## src/core/fws_pkg.sv

```systemverilog
// constants, states and carrier types of the flash write and erase sequencer
// assumes a 50 MHz mclk and a 16-bit flash whose ready line marks each completion
package fws_pkg;

	// ----------------------------------------------------------------
	// clock and timing
	// ----------------------------------------------------------------
	localparam int MCLK_MHZ      = 50;
	localparam int ACC_NS        = 100;   // flash read access time
	localparam int WEP_NS        = 60;    // write strobe low time
	localparam int PRG_TYP_US    = 60;    // typical program time of one word
	localparam int ERS_TYP_MS    = 500;   // typical erase time of one sector
	localparam int ERS_MAX_MS    = 3500;  // longest erase time of one sector
	localparam int ACC_CYC       = (ACC_NS * MCLK_MHZ + 999) / 1000;
	localparam int WEP_CYC       = (WEP_NS * MCLK_MHZ + 999) / 1000;
	localparam int ERS_MAX_CYC   = ERS_MAX_MS * MCLK_MHZ * 1000;
	localparam int SYNC_LAT      = 2;     // extra cycles for the data synchroniser

	// ----------------------------------------------------------------
	// address space
	// ----------------------------------------------------------------
	localparam int          FA_W        = 24;            // flash word address pins
	localparam logic [31:0] FLASH_BASE  = 32'h4200_0000;
	localparam logic [31:0] FLASH_SPAN  = 32'h0200_0000; // 2 ** (FA_W + 1) bytes
	localparam logic [31:0] SECTOR_SIZE = 32'h0002_0000;
	localparam logic [31:0] WORD_STEP   = 32'h0000_0002;

	// ----------------------------------------------------------------
	// register map (byte offsets) and fields
	// ----------------------------------------------------------------
	localparam logic [7:0] REG_STATUS  = 8'h00;
	localparam logic [7:0] REG_POINTER = 8'h04;
	localparam logic [7:0] REG_QUEUE   = 8'h08;
	localparam logic [7:0] REG_RSTART  = 8'h0c;
	localparam logic [7:0] REG_RSIZE   = 8'h10;
	localparam logic [7:0] REG_COMMAND = 8'h14;
	localparam logic [7:0] REG_RADDR   = 8'h18;
	localparam logic [7:0] REG_RDATA   = 8'h1c;
	localparam int         CMD_PREP    = 0;
	localparam int         CMD_CLR     = 1;
	localparam int         CMD_INIT    = 2;
	localparam int         ST_WE       = 13;
	localparam int         ST_WP       = 14;
	localparam int         ST_SE       = 15;
	localparam logic [15:0] STATUS_RST = 16'h0000;
	localparam logic [31:0] PTR_RST    = 32'h0000_0000;

	// ----------------------------------------------------------------
	// queue
	// ----------------------------------------------------------------
	localparam int QDEPTH = 32;
	localparam int QIDX_W = 5;

	typedef enum logic [3:0] {
		ENG_IDLE, ENG_PCHK, ENG_PRD, ENG_PWR, ENG_PWAIT, ENG_PVFY, ENG_HANG,
		ENG_ECHK, ENG_EWR, ENG_EWAIT, ENG_RD
	} fws_state_e;

	typedef struct packed {
		logic [FA_W-1:0] addr;    // word address
		logic [15:0]     dq;      // data driven out
		logic            dqOeN;   // low while the data pins are driven
		logic            weN;     // write strobe, active low
		logic            oeN;     // read enable, active low
		logic            ersSel;  // high: write strobe starts a sector erase
	} fws_flash_s;

endpackage

```

## src/core/fws_sequencer.sv

```systemverilog
// flash write and erase sequencer: apb register slave, 32-word write queue and
// the engine that programs, erases and reads a 16-bit parallel flash.
// assumes mclk at 50 MHz, one clock domain, and that the flash raises its ready
// line (drainIrq) once per finished program or erase; pins are synchronised here.
//
// Chosen here: register access over APB and the placing of the registers.
`timescale 1ns/100ps
`default_nettype none

module fws_sequencer #(
	parameter int ERS_CYC = fws_pkg::ERS_MAX_CYC
) (
	input  wire logic                mclk,
	input  wire logic                rst,
	input  wire logic                psel,
	input  wire logic                penable,
	input  wire logic                pwrite,
	input  wire logic [7:0]          paddr,
	input  wire logic [31:0]         pwdata,
	output logic      [31:0]         prdata,
	output logic                     pready,
	output logic                     pslverr,
	output fws_pkg::fws_flash_s      flash,
	input  wire logic [15:0]         flashDqIn,
	input  wire logic                drainIrq
);

	// ----------------------------------------------------------------
	// declarations
	// ----------------------------------------------------------------
	fws_pkg::fws_state_e         st_q;
	fws_pkg::fws_flash_s         fl_q;
	logic [27:0]                 cnt_q;
	logic [15:0]                 mem_q [fws_pkg::QDEPTH];
	logic [fws_pkg::QIDX_W-1:0]  wrIdx_q, rdIdx_q;
	logic [fws_pkg::QIDX_W:0]    fill_q;
	logic [31:0]                 ptr_q, rStart_q, rSize_q, rAddr_q, erCur_q;
	logic [15:0]                 rdData_q;
	logic                        we_q, wp_q, se_q;
	logic                        rdy_q, err_q, rdPend_q, prPend_q;
	logic [31:0]                 prdata_q;
	logic [15:0]                 dq1_q, dq2_q;
	logic                        irq1_q, irq2_q, irq3_q;
	logic                        acc, full, empty, push, pop, idleAll, drainEv;
	logic                        rdReq, erReq, ldPtr, erDone, clrAll, init;
	logic                        setWe, setSe, done, hit;
	logic [31:0]                 rdVal, erLast, erNext;
	logic [15:0]                 head, stat;

	function automatic logic inRange(input logic [31:0] a);
		inRange = (a >= fws_pkg::FLASH_BASE) &&
			(a < fws_pkg::FLASH_BASE + fws_pkg::FLASH_SPAN);
	endfunction

	function automatic logic [fws_pkg::FA_W-1:0] wordOf(input logic [31:0] a);
		logic [31:0] off;
		off = a - fws_pkg::FLASH_BASE;
		wordOf = off[fws_pkg::FA_W:1];
	endfunction

	// ----------------------------------------------------------------
	// pin synchronisers
	// ----------------------------------------------------------------
	// two stages on the ready line and data pins; edge taken from stage two against a third delay stage
	always_ff @(posedge mclk) begin
		if (rst) begin
			irq1_q <= 1'b0;
			irq2_q <= 1'b0;
			irq3_q <= 1'b0;
			dq1_q  <= 16'h0000;
			dq2_q  <= 16'h0000;
		end else begin
			irq1_q <= drainIrq;
			irq2_q <= irq1_q;
			irq3_q <= irq2_q;
			dq1_q  <= flashDqIn;
			dq2_q  <= dq1_q;
		end
	end
	assign drainEv = irq2_q && !irq3_q;

	// ----------------------------------------------------------------
	// apb decode
	// ----------------------------------------------------------------
	assign acc  = psel && penable && !rdy_q;
	assign hit  = (paddr[1:0] == 2'b00) && (paddr <= fws_pkg::REG_RDATA);
	assign push = acc && pwrite && (paddr == fws_pkg::REG_QUEUE) && !full;
	assign ldPtr = acc && pwrite && (paddr == fws_pkg::REG_POINTER) && idleAll;
	assign clrAll = acc && pwrite && (paddr == fws_pkg::REG_COMMAND) &&
		(pwdata[fws_pkg::CMD_CLR] || pwdata[fws_pkg::CMD_INIT]);
	assign init = acc && pwrite && (paddr == fws_pkg::REG_COMMAND) &&
		pwdata[fws_pkg::CMD_INIT];
	// read starts only at rest, else it would finish on stale data
	assign rdReq = acc && !pwrite && (paddr == fws_pkg::REG_RDATA) && !rdPend_q &&
		(st_q == fws_pkg::ENG_IDLE);
	assign erReq = acc && pwrite && (paddr == fws_pkg::REG_COMMAND) &&
		pwdata[fws_pkg::CMD_PREP] && !prPend_q && idleAll;
	assign idleAll = (st_q == fws_pkg::ENG_IDLE) && empty;

	// decide whether the access in progress may finish this cycle
	always_comb begin
		done = 1'b1;
		if (paddr == fws_pkg::REG_QUEUE && pwrite) begin
			done = !full;
		end else if (paddr == fws_pkg::REG_POINTER && pwrite) begin
			done = idleAll;
		end else if (paddr == fws_pkg::REG_COMMAND && pwrite && pwdata[fws_pkg::CMD_PREP]) begin
			done = prPend_q && (st_q == fws_pkg::ENG_IDLE);
		end else if (paddr == fws_pkg::REG_RDATA && !pwrite) begin
			done = rdPend_q && (st_q == fws_pkg::ENG_IDLE);
		end
	end

	// every view but read data readable at any time; read data waits for its flash read
	always_comb begin
		case (paddr)
			fws_pkg::REG_STATUS:  rdVal = {16'h0000, stat};
			fws_pkg::REG_POINTER: rdVal = ptr_q;
			fws_pkg::REG_QUEUE:   rdVal = {26'h0000000, fill_q};
			fws_pkg::REG_RSTART:  rdVal = rStart_q;
			fws_pkg::REG_RSIZE:   rdVal = rSize_q;
			fws_pkg::REG_RADDR:   rdVal = rAddr_q;
			fws_pkg::REG_RDATA:   rdVal = {16'h0000, rdData_q};
			default:              rdVal = 32'h0000_0000;
		endcase
	end

	// answer is registered, so every access sees at least one wait state
	always_ff @(posedge mclk) begin
		if (rst) begin
			rdy_q    <= 1'b0;
			err_q    <= 1'b0;
			prdata_q <= 32'h0000_0000;
			rdPend_q <= 1'b0;
			prPend_q <= 1'b0;
		end else if (rdy_q) begin
			rdy_q <= 1'b0;
			err_q <= 1'b0;
		end else if (acc && (done || !hit)) begin
			rdy_q    <= 1'b1;
			err_q    <= !hit;
			prdata_q <= pwrite ? 32'h0000_0000 : rdVal;
			rdPend_q <= 1'b0;
			prPend_q <= 1'b0;
		end else begin
			if (rdReq)
				rdPend_q <= 1'b1;
			if (erReq)
				prPend_q <= 1'b1;
		end
	end
	assign prdata  = prdata_q;
	assign pready  = rdy_q;
	assign pslverr = err_q;

	// whole 32-bit byte addresses
	// plain software registers for range and read address
	always_ff @(posedge mclk) begin
		if (rst) begin
			rStart_q <= fws_pkg::FLASH_BASE;
			rSize_q  <= fws_pkg::SECTOR_SIZE;
			rAddr_q  <= fws_pkg::FLASH_BASE;
		end else if (acc && pwrite) begin
			if (paddr == fws_pkg::REG_RSTART)
				rStart_q <= pwdata;
			if (paddr == fws_pkg::REG_RSIZE)
				rSize_q <= pwdata;
			if (paddr == fws_pkg::REG_RADDR)
				rAddr_q <= pwdata;
		end
	end

	// ----------------------------------------------------------------
	// write queue
	// ----------------------------------------------------------------
	assign full  = fill_q == 6'(fws_pkg::QDEPTH);
	assign empty = fill_q == 6'h00;
	assign head  = mem_q[rdIdx_q];

	genvar gi;
	generate
		for (gi = 0; gi < fws_pkg::QDEPTH; gi++) begin : g_slot
			always_ff @(posedge mclk) begin
				if (rst)
					mem_q[gi] <= 16'h0000;
				else if (push && wrIdx_q == fws_pkg::QIDX_W'(gi))
					mem_q[gi] <= pwdata[15:0];
			end
		end
	endgenerate

	// push lands in the same access; initialise flushes the queue
	always_ff @(posedge mclk) begin
		if (rst || init) begin
			wrIdx_q <= 5'h00;
			rdIdx_q <= 5'h00;
			fill_q  <= 6'h00;
		end else begin
			if (push)
				wrIdx_q <= wrIdx_q + 5'h01;
			if (pop)
				rdIdx_q <= rdIdx_q + 5'h01;
			if (push && !pop)
				fill_q <= fill_q + 6'h01;
			else if (pop && !push)
				fill_q <= fill_q - 6'h01;
		end
	end

	// ----------------------------------------------------------------
	// engine
	// ----------------------------------------------------------------
	assign erLast = rStart_q + rSize_q - 32'h0000_0001;
	assign erNext = erCur_q + fws_pkg::SECTOR_SIZE;
	assign erDone = (st_q == fws_pkg::ENG_EWAIT) && drainEv && (erNext > erLast);
	// finished or skipped word moves the queue on
	assign pop = ((st_q == fws_pkg::ENG_PVFY) && cnt_q == 28'h0) ||
		((st_q == fws_pkg::ENG_PCHK) && !inRange(ptr_q));
	// out of range, unerased or failed verify
	assign setWe = ((st_q == fws_pkg::ENG_PCHK) && !inRange(ptr_q)) ||
		((st_q == fws_pkg::ENG_PRD) && cnt_q == 28'h0 && |(head & ~dq2_q)) ||
		((st_q == fws_pkg::ENG_PVFY) && cnt_q == 28'h0 && dq2_q != head);
	assign setSe = ((st_q == fws_pkg::ENG_ECHK) && !inRange(erCur_q)) ||
		((st_q == fws_pkg::ENG_EWAIT) && !drainEv && cnt_q == 28'(ERS_CYC - 1));

	// state, timer, pins and captured data move together
	always_ff @(posedge mclk) begin
		if (rst || init) begin
			st_q     <= fws_pkg::ENG_IDLE;
			cnt_q    <= 28'h0;
			erCur_q  <= fws_pkg::FLASH_BASE;
			rdData_q <= 16'h0000;
			fl_q     <= '{addr: '0, dq: 16'h0000, dqOeN: 1'b1, weN: 1'b1, oeN: 1'b1,
				ersSel: 1'b0};
		end else begin
			case (st_q)
				fws_pkg::ENG_IDLE: begin
					fl_q.oeN <= 1'b1;
					cnt_q    <= 28'(fws_pkg::ACC_CYC + fws_pkg::SYNC_LAT);
					if (rdReq) begin
						// reads go ahead of queued words
						fl_q.addr <= wordOf(rAddr_q);
						fl_q.oeN  <= 1'b0;
						st_q      <= fws_pkg::ENG_RD;
					end else if (erReq) begin
						// start at the sector holding the range start
						erCur_q <= rStart_q & ~(fws_pkg::SECTOR_SIZE - 32'h0000_0001);
						st_q    <= fws_pkg::ENG_ECHK;
					end else if (!empty) begin
						st_q <= fws_pkg::ENG_PCHK;
					end
				end
				fws_pkg::ENG_RD: begin
					cnt_q <= cnt_q - 28'h1;
					if (cnt_q == 28'h0) begin
						rdData_q <= dq2_q;
						fl_q.oeN <= 1'b1;
						st_q     <= fws_pkg::ENG_IDLE;
					end
				end
				fws_pkg::ENG_PCHK: begin
					fl_q.addr <= wordOf(ptr_q);
					fl_q.oeN  <= !inRange(ptr_q);
					st_q      <= inRange(ptr_q) ? fws_pkg::ENG_PRD : fws_pkg::ENG_IDLE;
				end
				fws_pkg::ENG_PRD: begin
					cnt_q <= cnt_q - 28'h1;
					if (cnt_q == 28'h0) begin
						fl_q.oeN <= 1'b1;
						// a zero that must become one locks the engine
						if (|(head & ~dq2_q)) begin
							st_q <= fws_pkg::ENG_HANG;
						end else begin
							fl_q.dq    <= head;
							fl_q.dqOeN <= 1'b0;
							fl_q.weN   <= 1'b0;
							cnt_q      <= 28'(fws_pkg::WEP_CYC - 1);
							st_q       <= fws_pkg::ENG_PWR;
						end
					end
				end
				fws_pkg::ENG_PWR, fws_pkg::ENG_EWR: begin
					cnt_q <= cnt_q - 28'h1;
					if (cnt_q == 28'h0) begin
						fl_q.weN   <= 1'b1;
						fl_q.dqOeN <= 1'b1;
						fl_q.ersSel <= 1'b0;
						cnt_q      <= 28'h0;
						st_q       <= (st_q == fws_pkg::ENG_PWR) ? fws_pkg::ENG_PWAIT
							: fws_pkg::ENG_EWAIT;
					end
				end
				fws_pkg::ENG_PWAIT: begin
					// only the completion edge releases the word
					if (drainEv) begin
						fl_q.oeN <= 1'b0;
						cnt_q    <= 28'(fws_pkg::ACC_CYC + fws_pkg::SYNC_LAT);
						st_q     <= fws_pkg::ENG_PVFY;
					end
				end
				fws_pkg::ENG_PVFY: begin
					cnt_q <= cnt_q - 28'h1;
					if (cnt_q == 28'h0) begin
						fl_q.oeN <= 1'b1;
						st_q     <= fws_pkg::ENG_IDLE;
					end
				end
				fws_pkg::ENG_HANG: begin
					st_q <= fws_pkg::ENG_HANG; // left only by initialise or reset
				end
				fws_pkg::ENG_ECHK: begin
					if (!inRange(erCur_q)) begin
						st_q <= fws_pkg::ENG_IDLE;
					end else begin
						fl_q.addr   <= wordOf(erCur_q);
						fl_q.ersSel <= 1'b1;
						fl_q.weN    <= 1'b0;
						cnt_q       <= 28'(fws_pkg::WEP_CYC - 1);
						st_q        <= fws_pkg::ENG_EWR;
					end
				end
				fws_pkg::ENG_EWAIT: begin
					cnt_q <= cnt_q + 28'h1;
					if (drainEv) begin
						erCur_q <= erNext;
						st_q    <= (erNext > erLast) ? fws_pkg::ENG_IDLE : fws_pkg::ENG_ECHK;
					end else if (cnt_q == 28'(ERS_CYC - 1)) begin
						st_q <= fws_pkg::ENG_IDLE;
					end
				end
				default: st_q <= fws_pkg::ENG_IDLE;
			endcase
		end
	end
	assign flash = fl_q;

	// ----------------------------------------------------------------
	// write pointer
	// ----------------------------------------------------------------
	// loaded by host or by a finished erase, stepped by engine
	always_ff @(posedge mclk) begin
		if (rst)
			ptr_q <= fws_pkg::PTR_RST;
		else if (ldPtr)
			ptr_q <= pwdata;
		else if (erDone)
			ptr_q <= rStart_q;
		else if (pop)
			ptr_q <= ptr_q + fws_pkg::WORD_STEP; // moves only after the word is finished or skipped
	end

	// ----------------------------------------------------------------
	// status word
	// ----------------------------------------------------------------
	// sticky bits, a new fault wins over a clear in the same cycle
	always_ff @(posedge mclk) begin
		if (rst) begin
			we_q <= fws_pkg::STATUS_RST[fws_pkg::ST_WE];
			se_q <= fws_pkg::STATUS_RST[fws_pkg::ST_SE];
		end else begin
			we_q <= setWe || (we_q && !clrAll);
			se_q <= setSe || (se_q && !clrAll);
		end
	end

	// busy from first push until queue empty and engine back at rest
	always_ff @(posedge mclk) begin
		if (rst)
			wp_q <= fws_pkg::STATUS_RST[fws_pkg::ST_WP];
		else if (push)
			wp_q <= 1'b1;
		else if (init || (empty && st_q == fws_pkg::ENG_IDLE))
			wp_q <= 1'b0;
	end
	assign stat = {se_q, wp_q, we_q, 13'h0000};
endmodule
`default_nettype wire

```

## config.mk

```make
export PLATFORM = sky130hd
export DESIGN_NAME = fws_sequencer
export DESIGN_NICKNAME = d
export VERILOG_FILES = /design/src/core/fws_pkg.sv /design/src/core/fws_sequencer.sv
export SDC_FILE = /design/constraint.sdc
export NUM_CORES = 2
export LEC_CHECK = 0
export BUFFER_PORTS_ARGS = -buffer_cell sky130_fd_sc_hd__buf_2
export CELL_PAD_IN_SITES_DETAIL_PLACEMENT = 0
export CELL_PAD_IN_SITES_GLOBAL_PLACEMENT = 1
export CORE_MARGIN = 5
export CORE_UTILIZATION = 54
export CTS_CLUSTER_SIZE = 40
export DETAILED_ROUTE_END_ITERATION = 8
export PLACE_DENSITY_LB_ADDON = 0.1
export RECOVER_POWER = 25
export REMOVE_ABC_BUFFERS = 1
export SLEW_MARGIN = 25
export SYNTH_ARGS = -nofsm -noshare
export SYNTH_HDL_FRONTEND = slang
export SYNTH_SLANG_ARGS = --single-unit
```

## constraint.sdc

```tcl
create_clock -name mclk -period 16.69 [get_ports mclk]
set_input_delay 0 -clock mclk [delete_from_list [all_inputs] [get_ports mclk]]
set_output_delay 0 -clock mclk [all_outputs]
set_load 0.03 [all_outputs]
```

# Word level (Yosys, flattened, before mapping)
# Memories as Yosys holds them, arrays and structs flattened. A register that Yosys moved wholly into a read port is not among the register bits.
# Index checks and enable logic that the tools add are counted.
[word_totals]
memories = 1
elab_cells = 477
ramBits = 512
output_inout_bits = 78
latchBits = 0
in_bits = 62
mem_bits_ro = 0
register_bits = 342
[op_classes]
n_mul = 0
eq_ne = 63
shift = 0
addsub = 13
bitwise_logic = 36
div_mod_pow = 0
n_mux = 191
magnitude_cmp = 6
n_reduce_logical = 137
[memory_table]
columns = ["memory", "depth", "width", "rd", "rd_ports_with_merged_regs", "write_ports", "line", "rtl"]
rows = [
  ["mem_q", 32, 16, 1, 1, 32, "fws_sequencer.sv:34", "logic [15:0] mem_q [fws_pkg::QDEPTH];"],
]
[ops]
columns = ["op", "n"]
rows = [
  ["$mux W16", 32],
  ["$mux W32", 7],
  ["$pmux W32 S7", 1],
  ["$pmux W28 S7", 1],
  ["$mux W28", 5],
  ["$mux W1", 115],
  ["$eq A5 B5 Y1 const B", 16],
  ["$logic_and A1 B1 Y1", 76],
  ["$sub A25 B1 Y25 const B", 3],
  ["$pmux W24 S3", 1],
  ["$ge A32 B31 Y1 const B", 2],
  ["$lt A32 B31 Y1 const B", 2],
  ["$pmux W32 S2", 1],
  ["$mux W24", 2],
  ["$mux W4", 11],
  ["$eq A5 B4 Y1 const B", 8],
  ["$pmux W4 S9", 1],
  ["$add A32 B18 Y32 const B", 1],
  ["$add A32 B2 Y32 const B", 1],
  ["$add A32 B32 Y32", 1],
  ["$eq A8 B5 Y1 const B", 4],
  ["$gt A32 B32 Y1", 1],
  ["$or A1 B1 Y1", 32],
  ["$sub A32 B1 Y32 const B", 1],
  ["51 further kinds", 121],
]

# Longest topological paths before layout
[depth]
ltp_word = 10
ltp_mapped = 28
ltp_nobuf = 26

# Least setup slack after synthesis
# Ideal clock, no wire load.
[synth_timing]
path_kind = "register -> register"
from = "reg rStart_q[1]"
to = "reg ptr_q[0]"
setup_ns = 0.128
path_stages_with_launch = 29
required_time_ns = 16.562
slack_ns = 11.106
synth_period_minus_slack_ns = 5.584
n_path_buf = 2
arrival_time_ns = 5.457
path_cell_list = "dfxtp_1 inv_1 ha_1 inv_1 ha_1 fa_1 a211oi_1 o21ai_0 nand4_1 a31oi_1 o21ai_0 a31oi_1 a2111oi_0 o21bai_1 a21oi_1 xnor2_1 ha_1 nand4_1 nor2_1 nor4b_1 nand4_1 nor3_1 o2111ai_1 o2111ai_1 buf_2 buf_1 nor2_1 a221oi_1 nor2_1"
[synth_between]
elab_chain_len = 6
[synth_rtl]
columns = ["element", "line", "rtl"]
rows = [
  ["start, declared", "fws_sequencer.sv:37", "logic [31:0] ptr_q, rStart_q, rSize_q, rAddr_q, erCur_q;"],
  ["start signal, assigned", "fws_sequencer.sv:160", "rStart_q <= fws_pkg::FLASH_BASE;"],
  ["start signal, assigned", "fws_sequencer.sv:165", "rStart_q <= pwdata;"],
  ["$add A32 B32 Y32 *", "fws_sequencer.sv:213", "assign erLast = rStart_q + rSize_q - 32'h0000_0001;"],
  ["$sub A32 B1 Y32 *", "fws_sequencer.sv:213", ""],
  ["$gt A32 B32 Y1 *", "fws_sequencer.sv:215", "assign erDone = (st_q == fws_pkg::ENG_EWAIT) && drainEv && (erNext > erLast);"],
  ["$logic_and A1 B1 Y1 *", "fws_sequencer.sv:215", ""],
  ["$mux W32", "fws_sequencer.sv:346", "else if (erDone)"],
  ["$mux W32", "fws_sequencer.sv:344", "else if (ldPtr)"],
  ["end signal, assigned", "fws_sequencer.sv:343", "ptr_q <= fws_pkg::PTR_RST;"],
  ["end signal, assigned", "fws_sequencer.sv:345", "ptr_q <= pwdata;"],
  ["end signal, assigned", "fws_sequencer.sv:347", "ptr_q <= rStart_q;"],
  ["end, declared", "fws_sequencer.sv:37", ""],
]
# Every way passes the cells marked *; elsewhere a longest branch is shown, timed or not.
# A chain may end at the register's enable or synchronous reset.

# Worst setup path after layout
[layout_timing]
from = "reg rStart_q[1]"
to = "reg ptr_q[12]"
# Same word-level chain as after synthesis.

==> metrics.txt <==
CTS tree done; met2 Usage GRT between 50 and 60%; IO buf count 139; DR pass1 iterations 7; Vias/cell between 6 and 7; Async S/R FF share, synth 0%; Reg clk slew, reported paths 60 ps; WS Path Type reg2reg; Synth cell types 80; share of layout cells above drive strength 1 roughly 13%; Placed Cells 4833; Yosys warning count 0; Post-synth EDFFs 512; DRT iter0 DRCs roughly 2800; Setup-failing EPs final 0; Leak around 17 nW; post-synthesis cell count 3891; CP startpoint rStart_q[1]; Rows 102; number of remaining DRC errors 0; Syn Area/Cell 10.8 sq um; Final ANT Viol Nets 0; design area 47100 sq um; RSZ-0062 raised after global routing false; R2R Path End ptr_q[12]; mean routed wirelength per cell 25.3 microns; RR Startpoint rStart_q[1]; Final Core Density 61.0%; setup_tns 0 ps; met1 usage 40.8%; power per cell area 125 nW/um^2; Synth-to-Final Area Change 12.5%; detailed-route wire length 128000 microns; Die H 288 microns; Max Buffers Root-to-Sink 3; Worst Hold Class in2reg; detailed placement HPWL 84000 microns; final worst slack ~9000 ps; mapped cell area between 40000 and 50000 sq um; worst setup path endpoint ptr_q[12]; worst slack at placement around 9400 ps; total die area 83200 sq um; Final Wtd Congestion 0.932; reg2reg path depth 26; clk sinks ~840; cts repair resizes 0; Tcrit/Tclk final 44.8%; chip width 288 microns; Max Cap Viol 12; hold slack approximately 52 ps; nets 4126; hold path depth 3; Final Slew Violations 470; Max Clk Rate about 0.13 GHz; largest net degree at the start of global routing 70; Main synth FF type edfxtp_1; Worst-Margin Slew about 3300 ps; first-pass GRT wire length 192000 microns; Clock Latency Late Sink about 670 ps; All-Layer GR Usage 30.5%; Core ar. around 77000 sq um; CTS Root Cell clkbuf_16; violated checks capacitance limit, slew limit; critical path endpoint category flip-flop; filler cell count in the final layout 6321; sequential area share after synthesis 52.5%; Final Hold Viols 0; CP max FO 22; Pwr Total 5.90 mW; register-to-register setup slack 9210 ps; peak supply drop 0.000117 V; Initial Utilization 54.2%; gr ovfl total 0; min Tclk post-route between 7000 and 8000 ps; post-route insts no fill 5075; worst path required time 17060 ps; vias in the first global route between 30000 and 40000; CP startpoint kind flip-flop; relative slew slack -123%; antenna violations before repair 2; Worst Skew between 30 and 40 ps; status finished with violations; vias 31142; grt met3 use under 10%; count of state elements after synthesis between 800 and 900; number of buffers created by CTS 93; Critical Path AT 7860 ps; htree depth 3; most used routing layer met2; Area after DPL 43300 sq um; IO Count 140
metal layers:
| metal | vias up | wire [microns] |
|---|---|---|
| li1 | 14081 | - |
| met1 | 15393 | 50800 |
| met2 | 1397 | 61700 |
| met3 | 271 | 9770 |
| met4 | 0 | 6040 |
| met5 | - | 0 |
cells by family after synthesis:
| group | count (synthesis) | synth area share, % |
|---|---|---|
| xor gates and xnor gates | 84 | 1.76 |
| DFF | 842 | 52.5 |
| AOI/OAI and AO/OA | 657 | 10.1 |
| muxes | 181 | 9.16 |
| and+or+nand+nor | 1548 | 18.8 |
| adders and majority gates | 110 | 3.32 |
| buffers and inverters | 469 | 4.36 |
report_power, final:
group          total (mW)  switching, mW  internal [mW]  leakage, nW
logic                1.29          0.769          0.519         7.60
registers            2.46          0.135           2.32         7.65
clock network        2.15          0.883           1.27         1.57
layout make-up:
type / count / area (sq um) / area share (%)
antenna: 1 / 2.50 / 0.00531
clock buffer: 123 / 2540 / 5.40
clock inverter: 52 / 681 / 1.45
inverter: 161 / 604 / 1.28
multi-input combinational: 2580 / 18200 / 38.6
sequential: 842 / 22000 / 46.7
tap: 1040 / 1300 / 2.76
timing repair buffer: 276 / 1780 / 3.78
state kept, by name (all words and copies together), names as in the netlist, 4 cells and up, named ones only:
register	count
dq1_q	16
mem_q	512
st_q	4
dq2_q	16
cnt_q	28
rSize_q	32
rStart_q	32
rAddr_q	32
rdIdx_q	5
prdata	32
fill_q	6
erCur_q	15
ptr_q	32
flash	44
rdData_q	16
wrIdx_q	5
Yosys cell counts, types with 5 or more instances:
cell type	count	area [sq um]
a2111oi_0	5	43.8
a211oi_1	26	195
a21o_1	13	97.6
a21oi_1	222	1110
a221o_1	7	70.1
a221oi_1	41	359
a22o_1	30	263
a22oi_1	21	158
a31oi_1	18	113
and2_1	465	2910
and3_1	67	419
buf_1	21	78.8
buf_2	12	60.1
buf_4	10	75.1
clkbuf_1	263	987
dfxtp_1	330	6610
edfxtp_1	512	15400
ha_1	108	1350
inv_1	160	601
mux2_2	19	214
mux4_2	160	3600
nand2_1	375	1410
nand2b_1	27	169
nand3_1	82	410
nand4_1	27	169
nor2_1	285	1070
nor2b_1	47	294
nor3_1	100	500
nor3b_1	5	37.5
nor4_1	16	100
nor4b_1	5	43.8
o211ai_1	12	90.1
o21a_1	10	75.1
o21ai_0	152	761
o221ai_1	10	87.6
o22ai_1	27	169
o32ai_1	10	87.6
o32ai_2	5	81.3
or2_2	8	50.1
or3_1	15	93.8
or4_1	7	52.6
xnor2_1	30	263
xor2_1	54	473
worst min-delay path by stage:
stage / startpoint / to / slack [ps]
final: pwdata[15] / rSize_q[15] / 50
after global routing: pwdata[15] / rSize_q[15] / 30
after CTS: pwdata[15] / rSize_q[15] / 5
after detailed placement: flashDqIn[10] / dq1_q[10] / 220
after global placement: flashDqIn[9] / dq1_q[9] / 220
after floorplan: rst / ptr_q[5] / 70
cell usage in the layout, fill, tap and decap left out, types with 27 or more instances in the layout:
cell type and n:
mux4_2 160, xor2_1 54, nand3_1 81, o21ai_0 127, a22o_1 30, clkbuf_16 94
edfxtp_1 512, and2_1 463, nor2_1 265, dlygate4sd3_1 65, clkbuf_1 111, o22ai_1 27
inv_1 158, a221oi_1 41, xnor2_1 30, nor3_1 96, ha_1 108, nor2b_1 47
buf_2 60, nand4_1 27, dfxtp_1 327, nand2_1 374, nand2b_1 27, a21oi_1 222
buf_4 59, and3_1 67
repair_timing:
item / in CTS / in global routing
buffers inserted: 0 / 0
endpoints found under the hold margin: 132 / 0
hold buffers: 65 / 0
setup endpoints to repair: 0 / 0
worst max-delay path: stages (launching register included):
cell and delay, ps:
dfxtp_1 390, inv_1 70, ha_1 270, inv_1 40
ha_1 220, fa_1 440, a211oi_1 310, o21ai_0 320
nand4_1 230, a31oi_1 150, o21ai_0 290, a31oi_1 260
a2111oi_0 490, o21bai_1 100, a21oi_1 180, xnor2_1 90
ha_1 290, nand4_1 90, nor2_1 250, nor4b_1 270
nand4_1 140, nor3_1 140, o2111ai_1 220, o2111ai_4 720
nand2_1 710, a211oi_1 420, a211oi_1 80
(Power assumes the default switching activity.)
